==> src/rpf_pkg.sv <==
// constants and types for the reset and power-fail controller
package rpf_pkg;
    // nonvolatile configuration byte
    localparam logic [15:0] RPF_CFG_ADDR      = 16'h20FF;
    localparam int          RPF_CFG_LOCK_BIT  = 7;
    localparam int          RPF_CFG_LVL_LO    = 0;
    localparam int          RPF_CFG_LVL_HI    = 1;
    localparam logic [7:0]  RPF_CFG_RESET     = 8'hFF;
    localparam logic [7:0]  RPF_LOCK_DATA     = 8'h5A;
    // threshold encodings of the two level-select bits
    localparam logic [1:0]  RPF_LVL_2V4       = 2'h0;
    localparam logic [1:0]  RPF_LVL_2V7       = 2'h1;
    localparam logic [1:0]  RPF_LVL_3V0       = 2'h2;
    localparam logic [1:0]  RPF_LVL_DEFAULT   = 2'h3;
    // power-fail control register fields
    localparam int          RPF_PFC_EN_BIT    = 0;
    localparam int          RPF_PFC_MODE_BIT  = 1;
    localparam logic [7:0]  RPF_PFC_RESET     = 8'h00;
    // clock control register fields
    localparam int          RPF_CKC_WDSEL_BIT = 5;
    localparam logic [7:0]  RPF_CKC_RESET     = 8'h00;
    // reset vector
    localparam logic [15:0] RPF_VEC_LO_ADDR   = 16'hFFFE;
    localparam logic [15:0] RPF_VEC_HI_ADDR   = 16'hFFFF;
    // timing
    localparam int          RPF_CLK_HZ        = 50_000_000;
    localparam int          RPF_PIN_MIN_CYC   = 8;
    localparam int          RPF_STAB_US_X10   = 655;
    localparam int          RPF_STAB_REF_MHZ  = 4;
    localparam int          RPF_STAB_EXTRA    = 7;
    // 65.5 ms at 4 MHz is 262000 oscillator periods
    localparam int          RPF_STAB_CYC      =
        RPF_STAB_US_X10 * 100 * RPF_STAB_REF_MHZ;
    localparam int          RPF_PF_NS         = 100;
    localparam int          RPF_PF_CYC        =
        (RPF_PF_NS * (RPF_CLK_HZ / 1_000_000) + 999) / 1000;

    typedef enum logic [3:0] {
        RPF_ST_HOLD  = 4'b0001,
        RPF_ST_STAB  = 4'b0010,
        RPF_ST_VEC   = 4'b0100,
        RPF_ST_RUN   = 4'b1000
    } rpf_state_t;
endpackage

==> src/rpf_reset_ctrl.sv <==
// reset sequencing, power-fail supervision and configuration byte
//
// What this block does
// - System reset comes from pin, watchdog, power fail or address fail.
// - Pin held low at least 8 clocks resets and initialises state.
// - After release wait 65.5 ms at 4 MHz plus 7 clocks before execution.
// - On release fetch program counter vector from FFFE and FFFF.
// - No reset source touches data RAM contents.
// - Reset clears page register and flag, main clock, peripherals, watchdog, PFD.
// - Fetch from unimplemented or RAM region raises address-fail reset if enabled.
// - Power-fail detector acts only while its enable flag is set.
// - Supply low for 100 ns resets or freezes per mode bit; the code needs 6 synced low samples, 120 ns at 50 MHz.
// - Threshold is 2.4, 2.7 or 3.0 V from two config bits.
// - Unprogrammed level bits give the 2.7 V threshold.
// - 3.0 V threshold under 3 V operation freezes permanently.
// - Config byte at 20FF only reachable in program/verify mode.
// - Locked flash reads through programming port return 5A.
// - Lock refuses writes and readout of user program area.
// - Watchdog reset-select bit set turns timeout into reset.
`timescale 1ns/10ps
`default_nettype none
module rpf_reset_ctrl
    import rpf_pkg::*;
#(
    parameter int STAB_CYC = RPF_STAB_CYC + RPF_STAB_EXTRA,
    parameter int PIN_CYC  = RPF_PIN_MIN_CYC,
    parameter int PF_CYC   = RPF_PF_CYC
) (
    input  wire logic        clk_sys_i,
    input  wire logic        rst_i,
    // external pin and supply comparators (asynchronous)
    input  wire logic        reset_n_pin_i,
    input  wire logic        vdd_below_2v4_i,
    input  wire logic        vdd_below_2v7_i,
    input  wire logic        vdd_below_3v0_i,
    // watchdog and fetch monitor
    input  wire logic        wdt_timeout_i,
    input  wire logic        fetch_i,
    input  wire logic [15:0] fetch_addr_i,
    input  wire logic        addr_fail_en_i,
    input  wire logic [15:0] code_lo_addr_i,
    input  wire logic [15:0] ram_hi_addr_i,
    // cpu register writes
    input  wire logic        pfc_wr_i,
    input  wire logic        ckc_wr_i,
    input  wire logic [7:0]  cpu_wdata_i,
    // vector fetch from program memory
    input  wire logic [7:0]  vec_data_i,
    output logic      [15:0] vec_addr_o,
    // flash programming port
    input  wire logic        prog_mode_i,
    input  wire logic        prog_rd_i,
    input  wire logic        prog_wr_i,
    input  wire logic [15:0] prog_addr_i,
    input  wire logic [7:0]  prog_wdata_i,
    input  wire logic [7:0]  flash_rdata_i,
    output logic      [7:0]  prog_rdata_o,
    output logic             flash_wr_o,
    // outputs to core
    output logic             sys_reset_o,
    output logic             core_run_o,
    output logic             freeze_o,
    output logic      [15:0] pc_o,
    output logic             pc_load_o,
    output logic      [7:0]  pfc_o,
    output logic      [7:0]  ckc_o,
    output logic      [7:0]  cfg_o,
    output logic      [3:0]  reset_cause_o
);
    // synchronisers
    logic [3:0] sync1_reg;
    logic [3:0] sync2_reg;
    always_ff @(posedge clk_sys_i or posedge rst_i) begin
        if (rst_i) begin
            sync1_reg <= 4'hF;
            sync2_reg <= 4'hF;
        end else begin
            sync1_reg <= {vdd_below_3v0_i, vdd_below_2v7_i,
                          vdd_below_2v4_i, ~reset_n_pin_i};
            sync2_reg <= sync1_reg;
        end
    end
    logic pin_low;
    assign pin_low = sync2_reg[0];

    // pin low-time filter
    logic [7:0] pin_cnt_reg, pin_cnt_next;
    always_comb begin
        pin_cnt_next = 8'h00;
        if (pin_low && pin_cnt_reg != 8'(PIN_CYC))
            pin_cnt_next = pin_cnt_reg + 8'h01;
        else if (pin_low)
            pin_cnt_next = pin_cnt_reg;
    end
    always_ff @(posedge clk_sys_i or posedge rst_i) begin
        if (rst_i) pin_cnt_reg <= 8'h00;
        else       pin_cnt_reg <= pin_cnt_next;
    end
    logic src_pin;
    // the eighth synced low sample already counts as a valid pulse
    assign src_pin = pin_low && (pin_cnt_reg >= 8'(PIN_CYC - 1));

    // configuration byte and thresholds
    logic [7:0] cfg_reg, cfg_next;
    logic [1:0] lvl;
    logic       below;
    always_comb begin
        lvl = cfg_reg[RPF_CFG_LVL_HI:RPF_CFG_LVL_LO];
        case (lvl)
            RPF_LVL_2V4: below = sync2_reg[1];
            RPF_LVL_3V0: below = sync2_reg[3];
            default:     below = sync2_reg[2];
        endcase
    end

    // power-fail detector
    logic [7:0] pfc_reg, pfc_next;
    logic [7:0] ckc_reg, ckc_next;
    logic [7:0] pf_cnt_reg, pf_cnt_next;
    logic       pf_en;
    assign pf_en = pfc_reg[RPF_PFC_EN_BIT];
    always_comb begin
        pf_cnt_next = 8'h00;
        if (pf_en && below) begin
            if (pf_cnt_reg != 8'(PF_CYC))
                pf_cnt_next = pf_cnt_reg + 8'h01;
            else
                pf_cnt_next = pf_cnt_reg;
        end
    end
    logic pf_hit;
    // under 3 V with the 3.0 V level the fail persists and freeze stays on
    assign pf_hit = pf_en && below && (pf_cnt_reg == 8'(PF_CYC));
    logic src_pf, freeze_pf;
    assign src_pf    = pf_hit && !pfc_reg[RPF_PFC_MODE_BIT];
    assign freeze_pf = pf_hit && pfc_reg[RPF_PFC_MODE_BIT];

    // watchdog and address fail
    logic src_wdt, src_af;
    assign src_wdt = wdt_timeout_i && ckc_reg[RPF_CKC_WDSEL_BIT];
    assign src_af  = addr_fail_en_i && fetch_i && core_run_o &&
                     (fetch_addr_i < code_lo_addr_i ||
                      fetch_addr_i <= ram_hi_addr_i);

    logic any_src;
    assign any_src = src_pin | src_wdt | src_pf | src_af;

    // sequencer
    rpf_state_t  st_reg, st_next;
    logic [31:0] stab_reg, stab_next;
    logic [15:0] pc_reg, pc_next;
    logic        vbyte_reg, vbyte_next;
    logic [3:0]  cause_reg, cause_next;
    always_comb begin
        st_next    = st_reg;
        stab_next  = stab_reg;
        pc_next    = pc_reg;
        vbyte_next = vbyte_reg;
        cause_next = cause_reg | {src_af, src_pf, src_wdt, src_pin};
        if (any_src) begin
            st_next   = RPF_ST_HOLD;
            stab_next = 32'h0;
        end else begin
            case (st_reg)
                RPF_ST_HOLD: begin
                    st_next   = RPF_ST_STAB;
                    stab_next = 32'h0;
                end
                RPF_ST_STAB: begin
                    if (stab_reg == 32'(STAB_CYC - 1)) begin
                        st_next    = RPF_ST_VEC;
                        vbyte_next = 1'b0;
                    end else begin
                        stab_next = stab_reg + 32'h1;
                    end
                end
                RPF_ST_VEC: begin
                    if (!vbyte_reg) begin
                        pc_next[7:0] = vec_data_i;
                        vbyte_next   = 1'b1;
                    end else begin
                        pc_next[15:8] = vec_data_i;
                        st_next       = RPF_ST_RUN;
                    end
                end
                RPF_ST_RUN: cause_next = cause_reg;
                default:    st_next = RPF_ST_HOLD;
            endcase
        end
    end

    // register writes; reset state clears controls but RAM is not here
    always_comb begin
        pfc_next = pfc_reg;
        ckc_next = ckc_reg;
        cfg_next = cfg_reg;
        if (st_reg != RPF_ST_RUN || any_src) begin
            pfc_next = RPF_PFC_RESET;
            ckc_next = RPF_CKC_RESET;
        end else begin
            if (pfc_wr_i) pfc_next = cpu_wdata_i;
            if (ckc_wr_i) ckc_next = cpu_wdata_i;
        end
        if (prog_mode_i && prog_wr_i && prog_addr_i == RPF_CFG_ADDR)
            cfg_next = prog_wdata_i;
    end

    always_ff @(posedge clk_sys_i or posedge rst_i) begin
        if (rst_i) begin
            st_reg     <= RPF_ST_HOLD;
            stab_reg   <= 32'h0;
            pc_reg     <= 16'h0000;
            vbyte_reg  <= 1'b0;
            cause_reg  <= 4'h0;
            pf_cnt_reg <= 8'h00;
            pfc_reg    <= RPF_PFC_RESET;
            ckc_reg    <= RPF_CKC_RESET;
            cfg_reg    <= RPF_CFG_RESET;
        end else begin
            st_reg     <= st_next;
            stab_reg   <= stab_next;
            pc_reg     <= pc_next;
            vbyte_reg  <= vbyte_next;
            cause_reg  <= cause_next;
            pf_cnt_reg <= pf_cnt_next;
            pfc_reg    <= pfc_next;
            ckc_reg    <= ckc_next;
            cfg_reg    <= cfg_next;
        end
    end

    // programming port read path; lock bit programmed means 0
    logic locked;
    logic [7:0] prd_next, prd_reg;
    assign locked = !cfg_reg[RPF_CFG_LOCK_BIT];
    always_comb begin
        prd_next = prd_reg;
        if (prog_mode_i && prog_rd_i) begin
            if (prog_addr_i == RPF_CFG_ADDR)
                prd_next = cfg_reg;
            else if (locked)
                prd_next = RPF_LOCK_DATA;
            else
                prd_next = flash_rdata_i;
        end
    end
    always_ff @(posedge clk_sys_i or posedge rst_i) begin
        if (rst_i) prd_reg <= 8'h00;
        else       prd_reg <= prd_next;
    end

    assign flash_wr_o    = prog_mode_i && prog_wr_i && !locked &&
                           prog_addr_i != RPF_CFG_ADDR;
    assign prog_rdata_o  = prd_reg;
    assign sys_reset_o   = (st_reg != RPF_ST_RUN);
    assign core_run_o    = (st_reg == RPF_ST_RUN) && !freeze_pf;
    assign freeze_o      = freeze_pf;
    assign vec_addr_o    = vbyte_reg ? RPF_VEC_HI_ADDR : RPF_VEC_LO_ADDR;
    assign pc_o          = pc_reg;
    assign pc_load_o     = (st_reg == RPF_ST_VEC) && vbyte_reg && !any_src;
    assign pfc_o         = pfc_reg;
    assign ckc_o         = ckc_reg;
    assign cfg_o         = cfg_reg;
    assign reset_cause_o = cause_reg;
endmodule
`default_nettype wire

==> config.mk <==
export PLATFORM = sky130hd
export DESIGN_NAME = rpf_reset_ctrl
export DESIGN_NICKNAME = d
export VERILOG_FILES = /design/src/rpf_pkg.sv /design/src/rpf_reset_ctrl.sv
export SDC_FILE = /design/constraint.sdc
export NUM_CORES = 1
export LEC_CHECK = 0
export BUFFER_PORTS_ARGS = -buffer_cell sky130_fd_sc_hd__buf_2
export CAP_MARGIN = 5
export CORE_MARGIN = 3
export CORE_UTILIZATION = 53
export CTS_CLUSTER_DIAMETER = 30
export DETAILED_ROUTE_END_ITERATION = 6
export PLACE_DENSITY = 0.92
export SYNTH_ARGS = -nofsm -noshare
export SYNTH_HDL_FRONTEND = slang
export SYNTH_SLANG_ARGS = --single-unit
==> constraint.sdc <==
create_clock -name clk_sys_i -period 5.76 [get_ports clk_sys_i]
set_input_delay 1.728 -clock clk_sys_i [delete_from_list [all_inputs] [get_ports clk_sys_i]]
set_output_delay 1.728 -clock clk_sys_i [all_outputs]
set_load 0.02 [all_outputs]
==> results.py, run 1 <==
metrics = {
    "clock_network": {
        "cts_num_sinks": 113,
        "cts_buffers": 17,
        "cts.clk_slew.worst_paths_ps": 50,
        "cts_tree": "built",
        "root_buffer": "clkbuf_16",
        "ctsResizeCount": 0,
        "clk_latency_ps": 410,
        "cts_setup_buffers": 0,
        "cts-hold-fix-buffers": 0,
        "htree_levels": 4,
        "cts_buffer_depth": 2,
    },
    "die": {
        "rows": 39,
        "die_h_um": 117,
        "start_util_pct": 55.6,
        "ios": 183,
        "die_area_mm2": 0.0137,
        "core_mm2": 0.0117,
        "chipWidth_um": 117,
    },
    "route": {
        "wirelength_um": 16900,
        "dr.pass1.iters": 6,
        "route.detailed.wl_per_inst_um": 17.4,
        "drtIter0Drc": 462,
        "num_vias": 5624,
        "antenna_left": 0,
        "route.detailed.drc": 0,
        "via_per_inst": 5.78,
    },
    "grt": {
        "antenna_found_initial": 0,
        "grt_pass1_vias": 5714,
        "grt.total_usage_pct": 25.1,
        "grt_pass1_wl_um": 26800,
        "grt_max_degree": 80,
        "grt.overflow.total": 0,
    },
    "synth": {
        "synth_xor_xnor_area_share_pct": 2.15,
        "ys.flop_type": "dfrtp_1",
        "syn_avg_cell_area_um2": 10.0,
        "async_reset_ff_share_pct": 100,
        "synthCells": 651,
        "yosysSeqAreaShare_pct": 43.7,
        "synth_edf_count": 0,
        "synth-simple-area-share_pct": 19.0,
        "synthesis.area_mm2": 0.00652,
        "synth_cell_types": 54,
        "yosys_warnings": 0,
        "synth_mux_area_share_pct": 11.2,
        "synth_fa_ha_area_share_pct": 7.10,
        "synth_top_family_by_area": "simple AND/OR/NAND/NOR gates",
        "synth_compound_area_share_pct": 10.6,
        "ys_ff_latch": 113,
    },
    "placed_design": {
        "dp.cells": 941,
        "preCtsSetupSlack_ps": 222,
        "dpl.hpwl_um": 11900,
        "port_buffers": 167,
        "globalplace.congestion": 0.887,
    },
    "worst_hold_path": {
        "hold_class": "reg -> reg",
    },
    "sta": {
        "clock_skew_ps": 6.62,
        "fin_crit_sh_pct": 97.0,
        "worst_slew_pin_slew_ps": 960,
        "min_period_ps": 5590,
        "setup_viol": 0,
        "fin_ws_ps": 171,
        "finalMaxSlewViolations": 0,
        "relSlewSlack_pct": 36.0,
        "max_clock_freq_ghz": 0.179,
        "hold_viol_final": 0,
    },
    "power": {
        "p_per_area_mw_per_mm2": 313,
        "vdd_drop_max_uv": 400,
        "p_leak_nw": 4.16,
    },
    "cells_and_area": {
        "largest_reg_flops": 32,
        "final_core_util_pct": 68.0,
        "drive_above_1_share_pct": 31.0,
        "multi_input_area_mm2": 0.00332,
        "nNetsFinal": 964,
        "seq_area_mm2": 0.00285,
        "final_cells": 973,
        "final_common_cell": "buf_2",
        "layout_common_cells": "buf_2, dfrtp_1, inv_1, nor2_1, nand3_1",
        "n_fill_cell": 829,
        "area_growth_pct": 22.3,
        "diodes": 0,
    },
    "critical_path": {
        "worst-endpoint-required_ps": 4030,
        "crit_fanout": 3,
        "crit_path_start_kind": "input port",
        "cp-end-kind": "output pin",
        "arrival_ps": 3860,
        "worstSetupPathType": "in -> out",
    },
    "run_status": {
        "status": "finished, final reports clean",
    },
    "run": {
        "max_cap_viol_count": 0,
    },
}
## layer usage
| metal | GRT usage [%] | up-vias | routed length (um) |
|---|---|---|---|
| li1 | - | 2597 | - |
| met1 | 29.9 | 2698 | 6640 |
| met2 | 43.6 | 271 | 8440 |
| met3 | 5.30 | 58 | 1310 |
| met4 | 11.2 | 0 | 497 |
| met5 | 0 | - | 0 |
## report_power, final
group	leakage (nW)	switching [W]	total (W)	internal, W
registers	1.49	0.0000584	0.000934	0.000876
clock network	0.263	0.000363	0.000976	0.000613
logic	2.41	0.000363	0.000582	0.000220
total	4.16	0.000784	0.00249	0.00171
## stage by stage
| stage | setup TNS [ps] | instance area (um^2) | hold slack (ps) | total power, W |
|---|---|---|---|---|
| floorplan | 0 | 6570 | 345 | 0.00135 |
| global placement | 0 | 7410 | 346 | 0.00149 |
| detailed placement | 0 | 7410 | 347 | 0.00152 |
| CTS | 0 | 7970 | 359 | 0.00250 |
| global route | -1.89 | 7970 | 363 | 0.00260 |
| finish | 0 | 7970 | 358 | 0.00249 |
## cell usage after synthesis, types with 17 or more instances
master | number | share of area (%)
mux2_2 | 25 | 4.3
dfstp_2 | 17 | 6.9
dfrtp_1 | 96 | 37
nor2_1 | 46 | 2.6
nand3b_1 | 25 | 2.9
nand3_1 | 46 | 3.5
clkbuf_1 | 18 | 1.0
mux2i_1 | 45 | 6.9
inv_1 | 51 | 2.9
nand2_1 | 41 | 2.4
ha_1 | 37 | 7.1
a21oi_1 | 33 | 2.5
## worst paths after layout
path | startpoint | to | slack (ps) | cells after the start
min | sync1_reg[0]$_DFF_PP1_ | sync2_reg[0]$_DFF_PP1_ | 360 | 0
max in group asynchronous | rst_i | cfg_o[6]$_DFFE_PP1P_ | 3200 | 3
max reg2reg | pin_cnt_reg[6]$_DFFE_PP0P_ | ckc_o[3]$_DFFE_PP0P_ | 2230 | 8
max | fetch_addr_i[1] | pc_load_o | 170 | 9
min in group asynchronous | rst_i | pfc_o[4]$_DFFE_PP0P_ | 1540 | 2
min reg2reg | sync1_reg[0]$_DFF_PP1_ | sync2_reg[0]$_DFF_PP1_ | 360 | 0
## kinds of logic after synthesis
family | Yosys count
compound gates | 95
flops | 113
xor+xnor | 16
mux | 70
fa+ha+maj | 37
simple gates | 229
buf+inv | 90
other cells | 1
## cell type report
cell class                 instances  area share [%]
clock buffer                      23            5.87
multi-input combinational        462            41.7
inverter                          51            2.43
sequential                       113            35.8
timing repair buffer             172            11.0
clock inverter                     9            1.07
tap                              143            2.25
## worst max-delay path: stages
cell and delay, ps:
buf_2 110, ha_1 270, a2111oi_0 620, a2111oi_1 140, a31oi_1 330, and2_1 230, o31ai_4 100, and3_1 180
buf_2 160
No activity file was read; power rests on OpenSTA's default activity.
==> run 2: changes to the inputs <==
==> constraint.sdc (replaced) <==
create_clock -name clk_sys_i -period 5.76 [get_ports clk_sys_i]
set_input_delay 1.728 -clock clk_sys_i [delete_from_list [all_inputs] [get_ports clk_sys_i]]
set_output_delay 1.728 -clock clk_sys_i [all_outputs]
set_load 0.01 [all_outputs]
==> results.py, run 2 (synthesis results as in run 1) <==
metrics = {
    "sta": {
        "min_period_ps": 5570,
        "worst_slew_pin_slew_ps": 960,
        "hold_viol_final": 0,
        "clock_skew_ps": 17.6,
        "relSlewSlack_pct": 36.0,
        "setup_viol": 0,
        "finalMaxSlewViolations": 0,
        "fin_crit_sh_pct": 96.7,
        "setup_tns_ps": 0,
        "max_clock_freq_ghz": 0.179,
        "grt_setup_unrepaired": "false",
    },
    "die": {
        "die_area_mm2": 0.0137,
        "rows": 39,
        "ios": 183,
        "core_mm2": 0.0117,
        "start_util_pct": 55.6,
        "die_h_um": 117,
        "chipWidth_um": 117,
    },
    "route": {
        "num_vias": 5723,
        "route.detailed.drc": 0,
        "dr.pass1.iters": 5,
        "via_per_inst": 5.88,
        "wirelength_um": 17300,
        "antenna_left": 0,
        "drtIter0Drc": 454,
        "route.detailed.wl_per_inst_um": 17.8,
    },
    "cells_and_area": {
        "stdcell_area_mm2": 0.00799,
        "seq_area_mm2": 0.00285,
        "multi_input_area_mm2": 0.00332,
        "drive_above_1_share_pct": 31.3,
        "largest_reg_flops": 32,
        "final_core_util_pct": 68.2,
        "final_cells": 974,
        "nNetsFinal": 964,
        "final_common_cell": "buf_2",
        "layout_common_cells": "buf_2, dfrtp_1, inv_1, nor2_1, nand3_1",
        "area_growth_pct": 22.6,
        "n_fill_cell": 816,
    },
    "critical_path": {
        "crit_end": "pc_load_o",
        "r2r_start": "pin_cnt_reg[6]$_DFFE_PP0P_",
        "crit_path_start_kind": "input port",
        "worst-endpoint-required_ps": 4030,
        "worstSetupPathType": "in -> out",
        "ff2ff_path_depth": 8,
        "arrival_ps": 3840,
        "startpoint": "fetch_addr_i[15]",
        "cp-end-kind": "output pin",
        "crit_fanout": 3,
        "rrSetupSlack_ps": 2200,
        "rr_endpoint": "pfc_o[1]$_DFFE_PP0P_",
    },
    "clock_network": {
        "cts_num_sinks": 113,
        "cts_tree": "built",
        "cts.clk_slew.worst_paths_ps": 60,
        "cts_buffer_depth": 2,
        "cts-hold-fix-buffers": 0,
        "ctsResizeCount": 0,
        "clk_latency_ps": 420,
        "root_buffer": "clkbuf_16",
        "cts_setup_buffers": 0,
        "cts_buffers": 17,
        "htree_levels": 4,
    },
    "run": {
        "max_cap_viol_count": 0,
    },
    "grt": {
        "antenna_found_initial": 0,
        "grt.total_usage_pct": 25.8,
        "grt_pass1_vias": 5752,
        "grt_pass1_wl_um": 27600,
        "grt_max_degree": 80,
        "grt.overflow.total": 0,
    },
    "placed_design": {
        "dp.cells": 941,
        "globalplace.congestion": 0.874,
        "dpl.hpwl_um": 11700,
        "port_buffers": 167,
        "placed_cell_area_mm2": 0.00741,
    },
    "power": {
        "p_per_area_mw_per_mm2": 311,
        "p_leak_nw": 4.17,
        "vdd_drop_max_uv": 311,
    },
    "run_status": {
        "status": "finished, final reports clean",
    },
    "worst_hold_path": {
        "hold_class": "reg -> reg",
    },
}
[run 2: per-stage QoR]
stage / setup WS (ps) / hold slack (ps) / power, W
6_report: 188 / 357 / 0.00249
3_3_place_gp: 290 / 346 / 0.00144
5_1_grt: 44.9 / 364 / 0.00259
3_5_place_dp: 217 / 347 / 0.00147
4_1_cts: 197 / 354 / 0.00249
2_1_floorplan: 192 / 345 / 0.00130
[run 2: critical path: stages]
cell and delay (ps):
buf_2 110, ha_1 300, and4_1 250, nand2_1 60
a2111oi_0 340, a31oi_1 140, and2_1 200, o31ai_4 340
and3_1 230, buf_2 150
[run 2: how the worst min path moves through the flow]
| stage | from | end | slack [ps] | depth (start not counted) |
|---|---|---|---|---|
| finish | sync1_reg[0]$_DFF_PP1_ | sync2_reg[0]$_DFF_PP1_ | 360 | 0 |
| global route | sync1_reg[0]$_DFF_PP1_ | sync2_reg[0]$_DFF_PP1_ | 360 | 0 |
| floorplan | sync1_reg[0]$_DFF_PP1_ | sync2_reg[0]$_DFF_PP1_ | 350 | 0 |
| detailed placement | sync1_reg[1]$_DFF_PP1_ | sync2_reg[1]$_DFF_PP1_ | 350 | 0 |
| global placement | sync1_reg[0]$_DFF_PP1_ | sync2_reg[0]$_DFF_PP1_ | 350 | 0 |
| CTS | sync1_reg[1]$_DFF_PP1_ | sync2_reg[1]$_DFF_PP1_ | 350 | 0 |
[run 2: area by class of cell]
type	instances	area share, %
clock inverters	13	1.58
clock buffers	19	5.55
inverters	51	2.43
repair buffers	172	10.9
multi-input cells	462	41.6
well taps	143	2.24
flip-flops and latches	113	35.7
diodes	1	0.0313
[run 2: routing by layer]
layer	routed length [um]	vias to the layer above	GRT usage, %	part of all wire (%)
li1	-	2604	-	-
met1	6730	2777	30.1	39
met2	8750	288	45.8	50
met3	1360	54	6.94	7.8
met4	505	0	9.25	2.9
met5	0	-	0	0
[run 2: power breakdown]
group          total (W)  internal (W)  leakage [nW]  switching, W
registers       0.000934      0.000875          1.49     0.0000585
clock network    0.00101      0.000612         0.279      0.000401
logic           0.000540      0.000219          2.41      0.000320
total            0.00249       0.00171          4.17      0.000780
